==> src/acmpc_regs.svh <==
/*
 Register offsets, field positions, reset values and counts of the
 comparator control block. Assumes a 32-bit APB with one aligned word
 per register.
*/
`ifndef ACMPC_REGS_SVH
`define ACMPC_REGS_SVH

`define ACMPC_CSR_OFFS 12'h000
`define ACMPC_CSR_RST 8'h00
`define ACMPC_BIT_EN 7
`define ACMPC_BIT_BGS 6
`define ACMPC_BIT_FLAG 5
`define ACMPC_BIT_IE 4
`define ACMPC_BIT_LEVEL 3
`define ACMPC_BIT_OPE 2
`define ACMPC_MODE_HI 1
`define ACMPC_MODE_LO 0
`define ACMPC_SYNC_STAGES 2

`endif

==> src/acmpc_pkg.sv <==
/*
 Types of the comparator control block: edge mode encoding and the
 packed state record. Assumes acmpc_regs.svh for the numbers.
*/
`default_nettype none

package acmpc_pkg;

   typedef enum logic [1:0] {
      ACMPC_EDGE_FALL = 2'b00,
      ACMPC_EDGE_RSVD = 2'b01,
      ACMPC_EDGE_RISE = 2'b10,
      ACMPC_EDGE_BOTH = 2'b11
   } acmpc_edge_t;

   typedef struct packed {
      logic en;
      logic bgs;
      logic flag;
      logic ie;
      logic level;
      logic ope;
      acmpc_edge_t mode;
      logic armed;
      logic irq;
      logic wake;
      logic out_pin;
      logic out_oe;
      logic ana_en;
      logic ref_sel;
      logic pins_claim;
      logic cap_in;
      logic tmr_release;
      logic pready;
      logic pslverr;
      logic [31:0] prdata;
   } acmpc_state_t;

endpackage

`default_nettype wire

==> src/acmpc_top.sv <==
/*
 Control and status logic around one analog voltage comparator, with
 an APB slave for its status and control register.
 Assumes the analog comparator delivers its output as an asynchronous
 level, and that system option, clock gate, debug and power mode bits
 arrive as levels from logic on mclk.
*/
// Local design decisions: the placing of the registers and the APB interface to the registers.
// Summary of operation
// - Enable bit 7 starts comparing; while clear the comparator idles unpowered.
// - Bit 6 picks the positive pin or the internal bandgap as plus input.
// - Bit 5 sets on each selected event; writing one clears, zero keeps.
// - Bit 4 enables an interrupt request while the event flag is set.
// - Bit 3 reads the comparator level; zero while disabled.
// - Bit 2 puts the comparator level on the output pin.
// - Bits 1:0 pick falling (00), rising (10) or both edges (11).
// - Output is high when plus input exceeds minus input, else low.
// - Request stands only while interrupt enable and flag are both set.
// - Capture route bit feeds timer channel 0 and takes its pin away.
// - Clock gate bit is set by reset; clearing it freezes the block.
// - In wait mode the comparator runs and its request can wake.
// - In stop3 comparing, pin drive, flag and wake keep working.
// - Leaving stop through reset returns all state to reset values.
// - Stop2 powers the block down; it wakes in reset state.
// - Debug keeps it running; a shared enabled debug pin blocks output.
// - While disabled the two analog pins are freed for digital use.
`include "acmpc_regs.svh"
`default_nettype none

module acmpc_top
   import acmpc_pkg::*;
#(
   parameter int ADDR_W = 12
) (
   input wire logic mclk,
   input wire logic sys_rst,
   input wire logic psel,
   input wire logic penable,
   input wire logic pwrite,
   input wire logic [ADDR_W-1:0] paddr,
   input wire logic [31:0] pwdata,
   output logic [31:0] prdata,
   output logic pready,
   output logic pslverr,
   input wire logic comparator_raw,
   input wire logic clock_gate_reg2,
   input wire logic capture_route_select,
   input wire logic debug_pin_enable,
   input wire logic stop2_powerdown,
   output logic comparator_enable,
   output logic reference_select,
   output logic analog_pins_claim,
   output logic comparator_out_pin,
   output logic comparator_out_oe,
   output logic timer_capture_in,
   output logic timer_channel0_release,
   output logic event_irq,
   output logic wake_request
);
   localparam acmpc_state_t ST_RST = '{
      en: 1'(`ACMPC_CSR_RST >> `ACMPC_BIT_EN),
      mode: ACMPC_EDGE_FALL,
      default: 1'b0
   };

   acmpc_state_t q_reg;
   acmpc_state_t q_next;
   logic cmp_sync;
   logic addr_hit;
   logic apb_acc;
   logic csr_wr;
   logic cmp_evt;
   logic [7:0] csr_rd;

   initial begin
      if (ADDR_W < 3) begin
         $error("acmpc_top: ADDR_W must be at least 3");
      end
   end

   // Raw analog output is asynchronous to mclk
   acmpc_sync #(
      .WIDTH(1)
   ) u_sync (
      .mclk(mclk),
      .sys_rst(sys_rst),
      .async_in(comparator_raw),
      .sync_out(cmp_sync)
   );

   function automatic logic edge_hit(input acmpc_edge_t mode, input logic prev,
                                     input logic cur);
      logic hit;
      hit = 1'b0;
      case (mode)
         ACMPC_EDGE_RISE: hit = !prev && cur;
         ACMPC_EDGE_BOTH: hit = prev != cur;
         ACMPC_EDGE_FALL: hit = prev && !cur;
         // Undefined code behaves as falling edge
         default: hit = prev && !cur;
      endcase
      return hit;
   endfunction

   assign addr_hit = paddr[ADDR_W-1:2] == (ADDR_W-2)'(`ACMPC_CSR_OFFS >> 2);
   assign apb_acc = psel && penable && q_reg.pready;
   assign csr_wr = apb_acc && pwrite && addr_hit && clock_gate_reg2;
   // Edges are only judged once a full cycle of enabled history exists
   assign cmp_evt = clock_gate_reg2 && q_reg.en && q_reg.armed
                    && edge_hit(q_reg.mode, q_reg.level, cmp_sync);
   assign csr_rd = {q_reg.en, q_reg.bgs, q_reg.flag, q_reg.ie,
                    q_reg.level, q_reg.ope, q_reg.mode};

   always_comb begin
      q_next = q_reg;
      q_next.pready = psel && !penable;
      if (psel && !penable) begin
         q_next.pslverr = !addr_hit || !clock_gate_reg2;
         q_next.prdata = (addr_hit && clock_gate_reg2) ? {24'h000000, csr_rd} : 32'h00000000;
      end
      // A stopped module clock freezes all comparator state
      if (clock_gate_reg2) begin
         if (csr_wr) begin
            q_next.en = pwdata[`ACMPC_BIT_EN];
            q_next.bgs = pwdata[`ACMPC_BIT_BGS];
            q_next.ie = pwdata[`ACMPC_BIT_IE];
            q_next.ope = pwdata[`ACMPC_BIT_OPE];
            q_next.mode = acmpc_edge_t'(pwdata[`ACMPC_MODE_HI:`ACMPC_MODE_LO]);
            if (pwdata[`ACMPC_BIT_FLAG]) begin
               q_next.flag = 1'b0;
            end
         end
         // Event set wins over a clear in the same cycle
         if (cmp_evt) begin
            q_next.flag = 1'b1;
         end
         q_next.armed = q_reg.en && q_next.en;
         q_next.level = q_next.en ? cmp_sync : 1'b0;
      end
      q_next.irq = q_next.ie && q_next.flag;
      q_next.wake = q_next.ie && q_next.flag;
      // Debug pin owns a shared output pad while enabled
      q_next.out_oe = q_next.en && q_next.ope && !debug_pin_enable;
      q_next.out_pin = q_next.out_oe && q_next.level;
      q_next.ana_en = q_next.en;
      q_next.ref_sel = q_next.en && q_next.bgs;
      q_next.pins_claim = q_next.en;
      q_next.cap_in = capture_route_select && q_next.level;
      q_next.tmr_release = capture_route_select;
      if (stop2_powerdown) begin
         q_next = ST_RST;
      end
   end

   always_ff @(posedge mclk) begin
      if (sys_rst) begin
         q_reg <= ST_RST;
      end else begin
         q_reg <= q_next;
      end
   end

   assign prdata = q_reg.prdata;
   assign pready = q_reg.pready;
   assign pslverr = q_reg.pslverr;
   assign comparator_enable = q_reg.ana_en;
   assign reference_select = q_reg.ref_sel;
   assign analog_pins_claim = q_reg.pins_claim;
   assign comparator_out_pin = q_reg.out_pin;
   assign comparator_out_oe = q_reg.out_oe;
   assign timer_capture_in = q_reg.cap_in;
   assign timer_channel0_release = q_reg.tmr_release;
   assign event_irq = q_reg.irq;
   assign wake_request = q_reg.wake;

   property p_flag_set;
      @(posedge mclk) disable iff (sys_rst)
      (cmp_evt && !stop2_powerdown) |=> q_reg.flag;
   endproperty
   a_flag_set: assert property (p_flag_set) else $error("event did not set flag");

   property p_flag_w1c;
      @(posedge mclk) disable iff (sys_rst)
      (csr_wr && pwdata[`ACMPC_BIT_FLAG] && !cmp_evt) |=> !q_reg.flag;
   endproperty
   a_flag_w1c: assert property (p_flag_w1c) else $error("write one did not clear flag");

   property p_flag_hold;
      @(posedge mclk) disable iff (sys_rst)
      (q_reg.flag && !(csr_wr && pwdata[`ACMPC_BIT_FLAG]) && !stop2_powerdown)
         |=> q_reg.flag;
   endproperty
   a_flag_hold: assert property (p_flag_hold) else $error("flag lost without clear");

   property p_irq_on;
      @(posedge mclk) disable iff (sys_rst)
      (q_reg.ie && q_reg.flag && !csr_wr && !stop2_powerdown) |=> event_irq;
   endproperty
   a_irq_on: assert property (p_irq_on) else $error("request missing");

   property p_irq_only;
      @(posedge mclk) disable iff (sys_rst)
      event_irq |-> (q_reg.ie && q_reg.flag);
   endproperty
   a_irq_only: assert property (p_irq_only) else $error("request without cause");

   property p_level_off;
      @(posedge mclk) disable iff (sys_rst)
      !q_reg.en |-> (!q_reg.level && !csr_rd[`ACMPC_BIT_LEVEL]);
   endproperty
   a_level_off: assert property (p_level_off) else $error("level seen while disabled");

   property p_no_cmp_off;
      @(posedge mclk) disable iff (sys_rst)
      (!q_reg.en && !q_reg.flag && !csr_wr) |=> (!q_reg.flag && !comparator_enable);
   endproperty
   a_no_cmp_off: assert property (p_no_cmp_off) else $error("disabled block compared");

   property p_rise;
      @(posedge mclk) disable iff (sys_rst)
      (clock_gate_reg2 && q_reg.en && q_reg.armed && q_reg.mode == ACMPC_EDGE_RISE
       && !q_reg.level && cmp_sync && !stop2_powerdown) |=> q_reg.flag;
   endproperty
   a_rise: assert property (p_rise) else $error("rising edge missed");

   property p_pin;
      @(posedge mclk) disable iff (sys_rst)
      comparator_out_oe |-> (q_reg.en && q_reg.ope && $past(!debug_pin_enable));
   endproperty
   a_pin: assert property (p_pin) else $error("pin driven when not allowed");

   property p_route;
      @(posedge mclk) disable iff (sys_rst)
      (capture_route_select && !stop2_powerdown) |=> timer_channel0_release;
   endproperty
   a_route: assert property (p_route) else $error("timer pin not released");

   property p_stop2;
      @(posedge mclk) disable iff (sys_rst)
      stop2_powerdown |=> (!q_reg.en && !q_reg.flag && !event_irq && !comparator_out_oe);
   endproperty
   a_stop2: assert property (p_stop2) else $error("stop2 left state behind");

   property p_apb_ready;
      @(posedge mclk) disable iff (sys_rst)
      (psel && !penable) |=> (pready ##1 !pready);
   endproperty
   a_apb_ready: assert property (p_apb_ready) else $error("apb ready timing wrong");

   property p_pins;
      @(posedge mclk) disable iff (sys_rst)
      analog_pins_claim |-> q_reg.en;
   endproperty
   a_pins: assert property (p_pins) else $error("pins held while disabled");

   c_rise_evt: cover property (@(posedge mclk) disable iff (sys_rst)
      cmp_evt && q_reg.mode == ACMPC_EDGE_RISE);
   c_both_evt: cover property (@(posedge mclk) disable iff (sys_rst)
      cmp_evt && q_reg.mode == ACMPC_EDGE_BOTH);
   c_irq: cover property (@(posedge mclk) disable iff (sys_rst) $rose(event_irq));
   c_set_clear: cover property (@(posedge mclk) disable iff (sys_rst)
      cmp_evt && csr_wr && pwdata[`ACMPC_BIT_FLAG]);
endmodule

`default_nettype wire

==> src/acmpc_sync.sv <==
/*
 Two-stage synchroniser for asynchronous levels.
 Assumes the input is a static level from outside the mclk domain.
*/
`default_nettype none

module acmpc_sync #(
   parameter int WIDTH = 1
) (
   input wire logic mclk,
   input wire logic sys_rst,
   input wire logic [WIDTH-1:0] async_in,
   output logic [WIDTH-1:0] sync_out
);
   logic [WIDTH-1:0] meta_reg;

   initial begin
      if (WIDTH < 1) begin
         $error("acmpc_sync: WIDTH must be at least 1");
      end
   end

   // The first stage feeds only the second stage
   always_ff @(posedge mclk) begin
      if (sys_rst) begin
         meta_reg <= '0;
         sync_out <= '0;
      end else begin
         meta_reg <= async_in;
         sync_out <= meta_reg;
      end
   end
endmodule

`default_nettype wire

==> config.mk <==
export PLATFORM = sky130hd
export DESIGN_NAME = acmpc_top
export DESIGN_NICKNAME = d
export VERILOG_FILES = /design/src/acmpc_pkg.sv /design/src/acmpc_top.sv /design/src/acmpc_sync.sv
export VERILOG_INCLUDE_DIRS = /design/src
export SDC_FILE = /design/constraint.sdc
export NUM_CORES = 1
export LEC_CHECK = 0
export BUFFER_PORTS_ARGS = -buffer_cell sky130_fd_sc_hd__buf_2
export CAP_MARGIN = 5
export CORE_ASPECT_RATIO = 0.8
export CORE_MARGIN = 4
export CORE_UTILIZATION = 45
export CTS_BUF_LIST = sky130_fd_sc_hd__clkbuf_8
export CTS_CLUSTER_DIAMETER = 150
export CTS_CLUSTER_SIZE = 30
export DETAILED_ROUTE_END_ITERATION = 8
export PLACE_DENSITY = 0.87
export SLEW_MARGIN = 10
export SYNTH_ARGS = -nofsm -noshare
export SYNTH_HDL_FRONTEND = slang
export SYNTH_SLANG_ARGS = --single-unit
==> constraint.sdc <==
create_clock -name mclk -period 4.59 [get_ports mclk]
set_input_delay 0.2295 -clock mclk [delete_from_list [all_inputs] [get_ports mclk]]
set_output_delay 0.2295 -clock mclk [all_outputs]
set_load 0.03 [all_outputs]
==> results.ini, run 1 <==
[floorplan]
die_x_um=69.5
ios=97
die_y_um=57.2
rows=17
die-area_um2=3980
core_um2=2830
start_util=0.482

[timing]
fin_skew_ns=0.0109
clock.fmax_mhz=579
setup_viol=0
fin_hold_ws_ns=0.115
hold_viol=0
finalCriticalPeriod_ns=1.73
fin_crit_sh=0.376
drv_slew=0
rsz0062_at_grt=false
setup_tns_ns=0

[synthesis]
yosys.area.top_type=dfxtp_1
synth-seq-cells=27
synth_area_leaders=dfxtp_1 40%, buf_4 19%, a22oi_1 4.4%, nand2_1 4.4%, a21oi_1 3.7%
synth-simple-area-share=0.208
synth_edf_count=0
ys.flop_type=dfxtp_1
synth_top_family_by_area=buffers and inverters
yosys.area.top_type_share=0.397
synthDistinctLibCells=31
seq_area_frac_synth=0.397
synthAdderAreaFrac=0.0184
async_reset_ff_frac=0
synth_compound_area_frac=0.132
yosys_warnings=0
synth_xor_area_frac=0
syn_area_um2=1360
muxShareOfSynthArea=0.0220
syn_inst=155
syn_area_per_cell_um2=8.79

[place]
portBuffers=45
hpwl_um=2160
globalplace.congestion=0.798

[final_layout]
insertedDiodeCount=0
area_growth_pct=9.37
final_cell_mix=45 x buf_2, 27 x dfxtp_1, 24 x conb_1
final_nets=244
largest_reg_flops=8
final_common_cell=buf_2
drive_gt1_frac=0.289

[drt]
wl_per_cell_um=12.1
via_per_inst=4.74
wirelength_um=2720
drtIter0Drc=41
drc=0
vias=1067
first_pass_iters=4
ant_nets=0

[critical_path]
cp-end-kind=flip-flop
cpMostUsedCell=and4_1
critPathKind=flip-flop to flip-flop
crit_buf_inv=0
path_delay_family=simple AND/OR/NAND/NOR gates
max_stage_delay_ns=0.42
cp_cell_sequence=and4_1, and4_1, mux2_4, a2111oi_4
critPathSlowestCell=and4_1
path_max_fanout=9
cp.required_ns=4.78
crit_arrival_ns=1.91
crit_path_start_kind=flip-flop

[job]
maxCapViolCount=0

[power]
ir_drop_mv=0.209
leakage_nw=0.649
cellPowerDensity_nw_per_um2=289

[global_routing]
grt_max_degree=25
grt_pass1_vias=981
overflow=0
gr-max-usage-layer=met2
antenna_found_initial=0
grt_pass1_wl_um=4400
use_met2=0.231
use_met1=0.167
grt_util_all_layers=0.137
use_met3=0.0563

[clocking]
cts-resized-gates=0
root_buffer=clkbuf_8
cts_setup_buffers=0
cts_buffers=3
clk_pin_slew_ns=0.10
clk_latency_ns=0.28
postCtsHoldBufs=0
cts_tree=built
cts_buffer_depth=2
clock_sinks=27
cts.htree.levels=1

[hold_path]
min_path_type=input port to flip-flop

[status]
status=complete, no violations

[kinds of logic after synthesis]
group / Yosys count
fa+ha+maj: 2
buf+inv: 45
compound gates: 25
flops: 27
simple gates: 53
other cells: 1
mux: 2
[worst paths after layout]
path,end,cells past startpoint,startpoint,slack (ns)
min reg2reg,u_sync.sync_out,1,u_sync.meta_reg,0.46
max reg2reg,comparator_out_pin,4,pready,2.86
max,comparator_out_pin,4,pready,2.86
min,u_sync.meta_reg,2,sys_rst,0.11
[stage by stage]
step                setup WS (ns)  utilization  area [µm²]  power, W  std cells
floorplan                    2.84            -        1450  0.000295        178
global placement             2.68        0.509        1440  0.000295        221
detailed placement           2.63        0.509        1440  0.000296        221
CTS                          2.87        0.527        1490  0.000433        225
global route                 2.75        0.527        1490  0.000448        225
finish                       2.86        0.527        1490  0.000430        225
[cell usage after synthesis (all sizes together), types with 2 or more instances]
library cell,count
mux2,2
nand2,16
nor4,2
buf,36
nand4,3
ha,2
a22oi,8
inv,5
clkbuf,4
a21oi,10
nor2,13
nor2b,3
nand3,2
nor3,3
nand2b,3
dfxtp,27
and4,3
o21ai,2
[where the power goes]
part	switching, W	leakage, nW	internal (W)
combinational	0.0000420	0.405	0.0000122
sequential	0.000000865	0.218	0.000236
clock	0.0000755	0.0261	0.0000637
[metal layers]
metal | vias to the layer above | wire length [µm]
met5 | - | 0
met1 | 487 | 1040
li1 | 532 | -
met3 | 4 | 280
met2 | 44 | 1380
met4 | 0 | 21
[layout make-up]
class	instances	area (µm²)
well taps	38	47.5
multi-input cells	106	608
clock buffers	3	41.3
inverters	5	18.8
fillers	270	1340
clock inverters	1	8.76
flip-flops and latches	27	541
repair buffers	45	225
Note: power is estimated with default switching activity, not from simulation.
==> run 2, diff against run 1 <==
--- a/config.mk
+++ b/config.mk
@@ -10,12 +10,12 @@
 export CAP_MARGIN = 5
 export CORE_ASPECT_RATIO = 0.8
 export CORE_MARGIN = 4
-export CORE_UTILIZATION = 45
+export CORE_UTILIZATION = 42
 export CTS_BUF_LIST = sky130_fd_sc_hd__clkbuf_8
 export CTS_CLUSTER_DIAMETER = 150
 export CTS_CLUSTER_SIZE = 30
 export DETAILED_ROUTE_END_ITERATION = 8
-export PLACE_DENSITY = 0.87
+export PLACE_DENSITY = 0.82
 export SLEW_MARGIN = 10
 export SYNTH_ARGS = -nofsm -noshare
 export SYNTH_HDL_FRONTEND = slang
==> constraint.sdc (replaced) <==
create_clock -name mclk -period 1.65 [get_ports mclk]
set_input_delay 0.0825 -clock mclk [delete_from_list [all_inputs] [get_ports mclk]]
set_output_delay 0.0825 -clock mclk [all_outputs]
set_load 0.03 [all_outputs]
==> run 2 against run 1 <==
  * Design area up 4.6%
  * Critical path depth unchanged
  * Clock skew decreased by 0.0056 ns
  * Critical path type unchanged
  * First-iteration DRC count is 2.4% higher
  * Critical endpoint unchanged
  * Global-route usage is 0.61 points lower
  * Largest power group unchanged
==> results.ini, run 2 (synthesis gave the netlist of run 1 again) <==
[drt]
drtIter0Drc=42  ; +2.4%
via_per_inst=4.68  ; -1.3%
wirelength_um=2740  ; +0.62%
wl_per_cell_um=11.7  ; -3.2%
first_pass_iters=4  ; unchanged
ant_nets=0  ; unchanged
vias=1095  ; +2.6%
drc=0  ; unchanged

[floorplan]
rows=18  ; +1
die-area_um2=4230  ; +6.2%
die_x_um=71.7  ; +3.1%
core_um2=3110  ; +9.9%
die_y_um=58.9  ; +3.0%
start_util=0.438  ; -0.0432
ios=97  ; unchanged

[timing]
setup_viol=0  ; unchanged
drv_slew=0  ; unchanged
rsz0062_at_grt=false
fin_crit_sh=0.917  ; +0.541
fin_hold_ws_ns=0.0287  ; -0.0858 ns
setup_tns_ns=0  ; unchanged
hold_viol=0  ; unchanged
clock.fmax_mhz=661  ; +14%
fin_skew_ns=0.00534  ; -0.00557 ns
finalCriticalPeriod_ns=1.51  ; -0.213 ns

[global_routing]
gr-max-usage-layer=met2
use_met1=0.168  ; +0.000694
use_met2=0.216  ; -0.0150
use_met3=0.0461  ; -0.0103
antenna_found_initial=0  ; unchanged
grt_max_degree=25  ; unchanged
grt_pass1_vias=952  ; -3.0%
overflow=0  ; unchanged
grt_pass1_wl_um=4370  ; -0.64%
grt_util_all_layers=0.131  ; -0.00615

[final_layout]
area_growth_pct=14.4
drive_gt1_frac=0.309  ; +0.0205
final_common_cell=buf_2
final_cell_mix=45 x buf_2, 26 x dfxtp_1, 24 x conb_1
insertedDiodeCount=0  ; unchanged
largest_reg_flops=8  ; unchanged
final_cell_area_um2=1560  ; +4.6%
final_nets=251  ; +2.9%
utilization=0.502  ; -0.0251

[place]
globalplace.congestion=0.757  ; -5.1%
place_area_um2=1470  ; +2.3%
hpwl_um=2110  ; -2.4%
portBuffers=45  ; unchanged

[clocking]
cts_tree=built
root_buffer=clkbuf_8
cts_setup_buffers=0  ; unchanged
cts_buffers=3  ; unchanged
clk_latency_ns=0.27  ; about the same
clk_pin_slew_ns=0.10  ; about the same
cts.htree.levels=1  ; unchanged
clock_sinks=27  ; unchanged
cts_buffer_depth=2  ; unchanged

[power]
cellPowerDensity_nw_per_um2=774  ; +170%
finalPower_w=0.00121  ; +180%
leakage_nw=0.683  ; +5.3%
ir_drop_mv=0.399  ; +91%

[critical_path]
cp.required_ns=1.84  ; -2.94 ns
cpMostUsedCell=and4_1
critPathKind=flip-flop to flip-flop
crit_path_start_kind=flip-flop
cp_cell_sequence=and4_1, and4_1, mux2_4, a2111oi_4
max_stage_delay_ns=0.33  ; -0.09 ns
critPathSlowestCell=dfxtp_2
path_max_fanout=3  ; -6
cp-end-kind=flip-flop
crit_arrival_ns=1.70  ; -0.21 ns

[job]
maxCapViolCount=0  ; unchanged

[status]
status=complete, no violations

[hold_path]
min_path_type=input port to flip-flop

==> run 2: report_power, final <==
part | switching, W | leakage, nW | total (W) | internal (W)
clock | 0.000211 | 0.0261 | 0.000389 | 0.000177
combinational | 0.000120 | 0.439 | 0.000161 | 0.0000412
sequential | 0.00000157 | 0.219 | 0.000657 | 0.000656
total | 0.000332 | 0.683 | 0.00121 | 0.000874
==> run 2: path summary, 6_finish.rpt <==
| kind | startpoint | endpoint | slack [ns] | cells after the start |
|---|---|---|---|---|
| min | capture_route_select | timer_channel0_release | 0.03 | 3 |
| min reg2reg | u_sync.meta_reg | u_sync.sync_out | 0.45 | 1 |
| max | pready | comparator_out_pin | 0.14 | 4 |
| max reg2reg | pready | comparator_out_pin | 0.14 | 4 |
==> run 2: repair_timing <==
action                     in CTS  in global routing
setup endpoints to repair       0                  1
gates resized for setup         0                  1
hold buffers                    3                  0
hold endpoints to repair        3                  0
==> run 2: final cells by class <==
cell class | count | area [µm²]
fillers | 314 | 1550
repair buffers | 52 | 285
flip-flops and latches | 27 | 542
multi-input cells | 106 | 613
inverters | 5 | 18.8
well taps | 40 | 50.0
clock buffers | 3 | 41.3
clock inverters | 1 | 8.76
==> run 2: layer usage <==
metal	vias to the layer above	wire, µm
li1	544	-
met1	509	1150
met2	38	1360
met3	4	224
met4	0	9
met5	-	0
==> run 2: through the flow <==
| step | worst slack [ns] | cells |
|---|---|---|
| after floorplan | 0.0188 | 178 |
| after global placement | 0.0714 | 227 |
| after detailed placement | 0.0398 | 227 |
| after CTS | 0.134 | 234 |
| after global routing | 0.0393 | 234 |
| final | 0.137 | 234 |
==> run 2: critical path: cells and delay by family, from the launching register on <==
| family | cells | cell delay, ns |
|---|---|---|
| AOI/OAI and AO/OA | 1 | 0.30 |
| muxes | 1 | 0.33 |
| and+or+nand+nor | 2 | 0.48 |
| DFF | 1 | 0.33 |
